**src/core/npl_consts.svh**
```systemverilog
`ifndef NPL_CONSTS_SVH
`define NPL_CONSTS_SVH

// Cycle type tag codes
`define NPL_CTI_W 3
`define NPL_CTI_CLASSIC 3'h0
`define NPL_CTI_INCR 3'h2
`define NPL_CTI_END 3'h7

// Port geometry and buffer defaults
`define NPL_ADR_W 64
`define NPL_DAT_W 16
`define NPL_GRAN_W 8
`define NPL_FIFO_DEPTH 8

// Reset values
`define NPL_ACK_RST 1'b0
`define NPL_RD_DONE_RST 1'b0

`endif

```
**src/core/npl_pkg.sv**
```systemverilog
package npl_pkg;

	// Cycle termination scheme
	typedef enum {term_async, term_reg, term_adv} npl_term_t;

	// Acknowledge sequencer
	typedef enum logic [1:0] {st_idle, st_single, st_burst} npl_ack_state_t;

endpackage

```
**src/core/npl_slave.sv**
```systemverilog
`timescale 1ns/100ps
`include "npl_consts.svh"
// Operation
// - 16-bit byte port: select 1 for bits 15..8, select 0 for 7..0, halfword address.
// - Big-endian puts even bytes on upper lane; little-endian puts them on lower.
// - 8-bit port carries bytes on bits 7..0, one select, byte address.
// - 8-bit and halfword-granular ports need no lane swap for either endianness.
// - Basic scheme drives acknowledge combinationally, one clock per transfer.
// - Registered scheme acknowledges the clock after request, then drops; two clocks each.
// - Advanced scheme holds acknowledge while the next clock is known to address us and, for a write, two buffer slots are free.
// - Advanced zero-wait burst of N transfers finishes in N plus one clocks.
// - Advanced single transfer behaves like registered: one wait state, two clocks.
// - Cycle type tag: 000 classic, 010 incrementing burst, 111 end of burst.
// - A transfer ends only when acknowledge and strobe are both high.
// - Unsupported cycle types complete as classic, without acknowledge held ahead.

module npl_slave #(
	parameter int AW = `NPL_ADR_W,
	parameter int DW = `NPL_DAT_W,
	parameter int GRAN = `NPL_GRAN_W,
	parameter bit BIG = 1'b1,
	parameter npl_pkg::npl_term_t TERM = npl_pkg::term_adv,
	parameter int DEPTH = `NPL_FIFO_DEPTH
) (
	input wire logic clk, // Bus clock, 250 MHz
	input wire logic resetn, // Synchronous reset, active low
	input wire logic cyc_i, // Bus cycle in progress
	input wire logic stb_i, // Transfer strobe
	input wire logic we_i, // Write when high
	input wire logic [AW-1:0] adr_i, // Address
	input wire logic [DW-1:0] dat_i, // Write data
	input wire logic [DW/GRAN-1:0] sel_i, // Lane selects
	input wire logic [`NPL_CTI_W-1:0] cti_i, // Cycle type tag
	output logic [DW-1:0] dat_o, // Read data
	output logic ack_o, // Transfer acknowledge
	output logic wr_valid, // Buffered write available
	input wire logic wr_ready, // Consumer takes buffered write
	output logic [AW-1:0] wr_addr, // Address of lane 0 of the write
	output logic [DW-1:0] wr_data, // Write data in address order
	output logic [DW/GRAN-1:0] wr_sel, // Selects in address order
	input wire logic [DW-1:0] rd_data, // Read data for adr_i, address order
	output logic rd_done // Pulse: a read terminated last clock
);
	localparam int NS = DW / GRAN;
	localparam int ADR_LSB = $clog2(NS);
	localparam int FW = AW + DW + NS;
	localparam int CW = $clog2(DEPTH) + 1;

	initial begin
		if (!((DW == 16 && (GRAN == 8 || GRAN == 16)) || (DW == 8 && GRAN == 8))) begin
			$error("npl_slave: only 8-bit and 16-bit narrow ports are served");
		end
		if (DEPTH < 2) begin
			$error("npl_slave: buffer must hold at least two writes");
		end
	end

	npl_pkg::npl_ack_state_t state_reg;
	npl_pkg::npl_ack_state_t state_next;
	logic [DW-1:0] dat_o_reg;
	logic rd_done_reg;
	logic req;
	logic room1;
	logic room2;
	logic burst_ok;
	logic ack_int;
	logic term;
	logic push;
	logic fifo_in_ready;
	logic [CW-1:0] fifo_count;
	logic [AW-1:0] addr_norm;
	logic [DW-1:0] ord_dat;
	logic [NS-1:0] ord_sel;
	logic [DW-1:0] bus_rd;
	logic [FW-1:0] fifo_in;
	logic [FW-1:0] fifo_out;

	npl_lane_map #(
		.DW(DW),
		.NS(NS),
		.BIG(BIG)
	) u_map (
		.bus_dat(dat_i),
		.bus_sel(sel_i),
		.ord_rd(rd_data),
		.ord_dat(ord_dat),
		.ord_sel(ord_sel),
		.bus_rd(bus_rd)
	);

	// Low address bits below the select granule are not part of the address
	generate
		if (ADR_LSB > 0) begin : g_adr_mask
			assign addr_norm = {adr_i[AW-1:ADR_LSB], {ADR_LSB{1'b0}}};
		end else begin : g_adr_full
			assign addr_norm = adr_i;
		end
	endgenerate

	assign req = cyc_i & stb_i;
	assign room1 = ~we_i | fifo_in_ready;
	// Holding acknowledge commits the next beat too, so a write needs two free slots
	assign room2 = ~we_i | (fifo_count <= CW'(DEPTH - 2));
	assign burst_ok = (cti_i == `NPL_CTI_INCR);

	always_comb begin
		state_next = npl_pkg::st_idle;
		case (state_reg)
			npl_pkg::st_idle: begin
				if (req && room1) begin
					state_next = npl_pkg::st_single;
				end
			end
			npl_pkg::st_single, npl_pkg::st_burst: begin
				if (TERM == npl_pkg::term_adv && req && burst_ok && room2) begin
					state_next = npl_pkg::st_burst;
				end else begin
					state_next = npl_pkg::st_idle;
				end
			end
			default: begin
				state_next = npl_pkg::st_idle;
			end
		endcase
	end

	always_ff @(posedge clk) begin
		if (!resetn || TERM == npl_pkg::term_async) begin
			state_reg <= npl_pkg::st_idle;
		end else begin
			state_reg <= state_next;
		end
	end

	// Read data is captured on the clock that raises or keeps acknowledge
	always_ff @(posedge clk) begin
		if (!resetn) begin
			dat_o_reg <= '0;
		end else if (state_next != npl_pkg::st_idle) begin
			dat_o_reg <= bus_rd;
		end
	end

	assign ack_int = (TERM == npl_pkg::term_async) ? (req & room1)
		: (state_reg != npl_pkg::st_idle);
	assign ack_o = ack_int;
	// Held bursts present the current beat's data; the register only serves the first beat
	assign dat_o = (TERM == npl_pkg::term_async || state_reg == npl_pkg::st_burst) ? bus_rd
		: dat_o_reg;
	assign term = ack_int & req;
	assign push = term & we_i;

	always_ff @(posedge clk) begin
		if (!resetn) begin
			rd_done_reg <= `NPL_RD_DONE_RST;
		end else begin
			rd_done_reg <= term & ~we_i;
		end
	end
	assign rd_done = rd_done_reg;

	assign fifo_in = {addr_norm, ord_dat, ord_sel};

	npl_fifo #(
		.W(FW),
		.DEPTH(DEPTH)
	) u_fifo (
		.clk(clk),
		.resetn(resetn),
		.in_valid(push),
		.in_ready(fifo_in_ready),
		.in_data(fifo_in),
		.out_valid(wr_valid),
		.out_ready(wr_ready),
		.out_data(fifo_out),
		.count(fifo_count)
	);

	assign wr_addr = fifo_out[FW-1 -: AW];
	assign wr_data = fifo_out[NS +: DW];
	assign wr_sel = fifo_out[NS-1:0];

	async_ack_a: assert property (@(posedge clk) disable iff (!resetn)
		(TERM == npl_pkg::term_async && req && room1) |-> ack_o)
		else $error("async ack missing in request clock");

	reg_ack_pulse_a: assert property (@(posedge clk) disable iff (!resetn)
		(TERM == npl_pkg::term_reg && ack_o) |=> !ack_o)
		else $error("registered ack held two clocks");

	reg_ack_wait_a: assert property (@(posedge clk) disable iff (!resetn)
		(TERM != npl_pkg::term_async && !ack_o && req && room1) |=> ack_o)
		else $error("ack not raised one clock after request");

	ack_cause_a: assert property (@(posedge clk) disable iff (!resetn)
		(TERM != npl_pkg::term_async && $rose(ack_o)) |-> $past(req))
		else $error("ack raised without a request");

	burst_hold_a: assert property (@(posedge clk) disable iff (!resetn)
		(TERM == npl_pkg::term_adv && ack_o && req && burst_ok && room2) |=> ack_o)
		else $error("ack dropped inside a known burst");

	classic_drop_a: assert property (@(posedge clk) disable iff (!resetn)
		(TERM != npl_pkg::term_async && ack_o && cti_i != `NPL_CTI_INCR) |=> !ack_o)
		else $error("ack held ahead for non-burst cycle");

	burst_four_a: assert property (@(posedge clk) disable iff (!resetn)
		(TERM == npl_pkg::term_adv && !ack_o && req && room2 && !we_i && burst_ok)
		##1 (req && burst_ok) [*3] |-> ($past(ack_o, 2) && $past(ack_o) && ack_o))
		else $error("burst beats not back to back");

	push_safe_a: assert property (@(posedge clk) disable iff (!resetn)
		push |-> (fifo_in_ready && stb_i && cyc_i))
		else $error("write taken without strobe or room");

	lane_swap_a: assert property (@(posedge clk) disable iff (!resetn)
		(push && NS == 2 && BIG) |-> (fifo_in[NS +: 8] == dat_i[15:8] && fifo_in[1] == sel_i[0]))
		else $error("big-endian lane mapping wrong");

	read_done_a: assert property (@(posedge clk) disable iff (!resetn)
		(ack_o && !stb_i) |=> !rd_done)
		else $error("read counted without strobe");

endmodule

```
**src/core/npl_lane_map.sv**
```systemverilog
`timescale 1ns/100ps

// Moves select lanes between bus order and address order (lane 0 = lowest address)
module npl_lane_map #(
	parameter int DW = 16,
	parameter int NS = 2,
	parameter bit BIG = 1'b1
) (
	input wire logic [DW-1:0] bus_dat, // Data in bus lane order
	input wire logic [NS-1:0] bus_sel, // Selects in bus lane order
	input wire logic [DW-1:0] ord_rd, // Read data in address order
	output logic [DW-1:0] ord_dat, // Data in address order
	output logic [NS-1:0] ord_sel, // Selects in address order
	output logic [DW-1:0] bus_rd // Read data in bus lane order
);
	localparam int LW = DW / NS;

	initial begin
		if (NS < 1 || DW % NS != 0) begin
			$error("npl_lane_map: lane count must divide the data width");
		end
	end

	// A single lane never swaps, so endianness only matters when NS is above one
	genvar i;
	generate
		for (i = 0; i < NS; i++) begin : g_lane
			localparam int J = BIG ? (NS - 1 - i) : i;
			assign ord_dat[i*LW +: LW] = bus_dat[J*LW +: LW];
			assign ord_sel[i] = bus_sel[J];
			assign bus_rd[J*LW +: LW] = ord_rd[i*LW +: LW];
		end
	endgenerate

endmodule

```
**src/core/npl_fifo.sv**
```systemverilog
`timescale 1ns/100ps

module npl_fifo #(
	parameter int W = 8,
	parameter int DEPTH = 8
) (
	input wire logic clk, // Bus clock
	input wire logic resetn, // Synchronous reset, active low
	input wire logic in_valid, // Push request
	output logic in_ready, // Room for one word
	input wire logic [W-1:0] in_data, // Word pushed
	output logic out_valid, // Word available
	input wire logic out_ready, // Consumer takes word
	output logic [W-1:0] out_data, // Oldest word
	output logic [$clog2(DEPTH):0] count // Words held
);
	localparam int PW = $clog2(DEPTH);

	logic [W-1:0] mem [DEPTH];
	logic [PW:0] wptr_reg;
	logic [PW:0] rptr_reg;
	logic push;
	logic pop;

	initial begin
		if (DEPTH < 2 || (1 << PW) != DEPTH) begin
			$error("npl_fifo: depth must be a power of two, at least 2");
		end
	end

	assign count = wptr_reg - rptr_reg;
	assign in_ready = (count != (PW+1)'(DEPTH));
	assign out_valid = (count != '0);
	assign out_data = mem[rptr_reg[PW-1:0]];
	assign push = in_valid & in_ready;
	assign pop = out_valid & out_ready;

	always_ff @(posedge clk) begin
		if (push) begin
			mem[wptr_reg[PW-1:0]] <= in_data;
		end
	end

	always_ff @(posedge clk) begin
		if (!resetn) begin
			wptr_reg <= '0;
		end else if (push) begin
			wptr_reg <= wptr_reg + 1'b1;
		end
	end

	always_ff @(posedge clk) begin
		if (!resetn) begin
			rptr_reg <= '0;
		end else if (pop) begin
			rptr_reg <= rptr_reg + 1'b1;
		end
	end

endmodule

```
**config.mk**
```make
export PLATFORM = sky130hd
export DESIGN_NAME = npl_slave
export DESIGN_NICKNAME = d
export VERILOG_FILES = /design/src/core/npl_pkg.sv /design/src/core/npl_slave.sv /design/src/core/npl_lane_map.sv /design/src/core/npl_fifo.sv
export VERILOG_INCLUDE_DIRS = /design/src /design/src/core
export SDC_FILE = /design/constraint.sdc
export NUM_CORES = 1
export LEC_CHECK = 0
export CELL_PAD_IN_SITES_DETAIL_PLACEMENT = 1
export CELL_PAD_IN_SITES_GLOBAL_PLACEMENT = 2
export CORE_MARGIN = 4
export CORE_UTILIZATION = 50
export DETAILED_ROUTE_END_ITERATION = 8
export DONT_BUFFER_PORTS = 1
export GPL_TIMING_DRIVEN = 0
export PLACE_DENSITY = 0.79
export SYNTH_ARGS = -nofsm -noshare
export SYNTH_HDL_FRONTEND = slang
export SYNTH_SLANG_ARGS = --single-unit
```
**constraint.sdc**
```tcl
create_clock -name clk -period 13.43 [get_ports clk]
set_input_delay 2.0145 -clock clk [delete_from_list [all_inputs] [get_ports clk]]
set_output_delay 2.0145 -clock clk [all_outputs]
set_load 0.03 [all_outputs]
```
==> impl_metrics.csv <==
group,metric,value,unit
finish,fillers,4301,
finish,area_delta_synth_final,15.43,%
power_and_ir_drop,leakagePower,9.529,nW
detailed_routing,dr_wl_met2,30.06,mm
detailed_routing,highest_layer,"met4",
job,drv_cap,0,
place,dp_hpwl,39.57,mm
timing,worstMarginPinSlew,1.060,ns
yosys,yosysMostFrequentCell,"edfxtp_1",
worst_setup_path,slowest_stage,"clkbuf_1",
yosys,async_reset_ff_share,0,%
detailed_routing,vias_per_cell,5.898,
detailed_routing,wl_met1,23.39,mm
timing,clock.fmax,179.4,MHz
timing,setup-violations-final,0,
cts,cts_resized,0,
cts,insertion_delay,0.59,ns
cts,cts.sinks,678,
worst_setup_path,crit_path_frequent_cell,"clkbuf_1",
grt,grt_usage,21.43,%
grt,grt_pass1_vias,13280,
finish,drive_above_1_share,36.04,%
timing,rsz0062_at_grt,"no",
worst_setup_path,cp_data_required_time,11.42,ns
grt,grt_pass1_wl,88.48,mm
yosys,synth_common_cells,"edfxtp_1 (648), mux4_2 (162), mux2_2 (97)",
detailed_routing,wirelength,58.74,mm
detailed_routing,num_vias,11930,
cts,htreeDepth,3,
grt,grt_max_degree,15,
detailed_routing,wl_met3,4.237,mm
floorplanning,core_area,51300,sq um
place,gp_congestion,0.7013,
yosys,synth_area,25950,sq um
floorplanning,die_area,55600,sq um
worst_setup_path,cp_top_family,"buffers and inverters",
yosys,netlist_instances,1122,
yosys,synth_top_flop_cell,"edfxtp_1",
yosys,synth_top_cell_area_share,74.99,%
yosys,ys_ff_latch,678,
outcome,outcome,"finished clean",
worst_setup_path,path_max_fanout,10,
grt,antenna_found_initial,0,
finish,largest_reg_flops,648,
min_path,hold_class,"flip-flop to flip-flop",
cts,post_cts_buffers,0,
finish,final_nets,1408,
yosys,synth-seq-area-share,77.31,%
power_and_ir_drop,power.density,170.3,nW/um^2
timing,drv_slew,0,
detailed_routing,drc,0,
power_and_ir_drop,power.total,0.005100,W
finish,antenna_cells,0,
cts,cts.clk_slew.worst_paths,0.06,ns
place,io_buffer_count,0,
yosys,netlist_top_cells_area,"edfxtp_1 (75%), mux4_2 (14%), mux2_2 (4.2%)",
floorplanning,die_x,235.8,microns
cts,hold_buffers,0,
detailed_routing,post_drt_wl_per_cell,29.03,microns
yosys,yosysTopAreaCell,"edfxtp_1",
detailed_routing,drtAntennaViolNets,0,
worst_setup_path,cp_slowest_stage_delay,0.82,ns
cts,cts_tree,"done",
worst_setup_path,crit_path_start_kind,"flip-flop",
worst_setup_path,end_kind,"output port",
yosys,yosys_warnings,0,
floorplanning,start_util,50.58,%
worst_setup_path,critical_path_class,"flip-flop to output port",
yosys,ys_types,42,
cts,cts.root.buffer_cell,"clkbuf_16",
timing,setup_tns,0,ns
worst_setup_path,cp.arrival,3.56,ns
yosys,syn_area_per_cell,23.13,sq um
cts,clock_path_buffers,3,
detailed_routing,drt_iter0_drc,847,
timing,skew,0.02081,ns
cts,cts_buffers,71,
timing,finalCritPeriodShare,41.51,%
yosys,syn_nets,1238,
worst_setup_path,worstPathCellList,"buf_2, clkbuf_1, clkbuf_1, mux4_2, mux2_2",
grt,grt-ovfl-total,0,
power_and_ir_drop,vdd_drop_max,93.94,uV
floorplanning,num_rows,83,
timing,period_needed,5.575,ns
floorplanning,num_io_pins,208,
detailed_routing,drtPass1Iterations,5,
worst_setup_path,critPathBufInv,3,
yosys,synth-edff-count,648,
timing,relSlewSlack,29.35,%
floorplanning,die_y,235.8,microns
timing,finalHoldViolations,0,
layer usage:
metal | vias to the layer above | global-route usage, %
met5 | - | 0
met4 | 0 | 5.570
met3 | 72 | 6.045
met2 | 390 | 36.27
met1 | 6427 | 27.78
li1 | 5042 | -
per-stage QoR:
step | worst slack (ns) | cells | area [sq um] | util, % | hold slack (ns)
floorplan | 2.583 | 1122 | 25950 | - | 0.4355
global placement | -6.039 | 1802 | 26800 | 52.24 | 0.4442
detailed placement | 8.330 | 1899 | 27780 | 54.15 | 0.4583
CTS | 7.699 | 2023 | 29950 | 58.38 | 0.4677
global route | 7.605 | 2023 | 29950 | 58.38 | 0.4797
finish | 7.855 | 2023 | 29950 | 58.38 | 0.4621
kinds of logic after synthesis:
kind of cell	synth area share (%)
compound gates	0.4147
fa+ha+maj	0.4629
other cells	0.01445
xor+xnor	0.1688
simple gates	1.500
mux	19.04
flops	77.31
buf+inv	1.090
final timing paths:
path / start / end / slack (ns) / depth (start not counted)
worst max-delay path: flip-flop / wr_addr[19] / 7.85 / 5
worst min-delay path: dat_o_reg[9]$_SDFFE_PN0P_ / dat_o_reg[9]$_SDFFE_PN0P_ / 0.46 / 2
worst max register to register: u_fifo.wptr_reg[0]$_SDFFE_PN0P_ / u_fifo.mem[6][47]$_DFFE_PP_ / 9.41 / 12
worst min register to register: dat_o_reg[9]$_SDFFE_PN0P_ / dat_o_reg[9]$_SDFFE_PN0P_ / 0.46 / 2
cell usage in the layout, fill, tap and decap left out, types with 3 or more instances in the layout:
| cell | count |
|---|---|
| buf_1 | 6 |
| mux2_2 | 97 |
| mux4_2 | 162 |
| inv_1 | 9 |
| mux2i_1 | 20 |
| and2_1 | 4 |
| nand2_1 | 40 |
| clkinv_2 | 9 |
| bufinv_16 | 4 |
| clkbuf_16 | 73 |
| dfxtp_1 | 30 |
| nand3_1 | 4 |
| clkinv_1 | 11 |
| ha_1 | 8 |
| nor3_2 | 3 |
| xnor2_1 | 3 |
| inv_6 | 4 |
| edfxtp_1 | 648 |
| buf_6 | 32 |
| buf_4 | 57 |
| and3_1 | 4 |
| buf_2 | 18 |
| nor4_2 | 4 |
| buf_8 | 8 |
| clkbuf_1 | 49 |
worst min-delay path: cells and delay by family, from the launching register on:
family / cells / cell delay (ns)
DFF: 1 / 0.31
and+or+nand+nor: 1 / 0.05
muxes: 1 / 0.05
cell type report:
cell class / count / area (sq um) / share of cell area, %
multi-input combinational: 380 / 5657 / 18.89
sequential: 678 / 20060 / 66.98
clock buffer: 94 / 1916 / 6.396
inverter: 9 / 33.78 / 0.1128
tap: 680 / 850.8 / 2.841
timing repair buffer: 97 / 928.4 / 3.100
buffer: 55 / 249.0 / 0.8313
clock inverter: 30 / 256.5 / 0.8564
power breakdown:
part           switching (W)  total (W)  internal (W)
Combinational       0.000542   0.000910      0.000368
Sequential        0.00000720    0.00233       0.00233
Clock               0.000777    0.00186       0.00108
Total                0.00133    0.00510       0.00377
No activity file was read; power rests on OpenSTA's default activity.
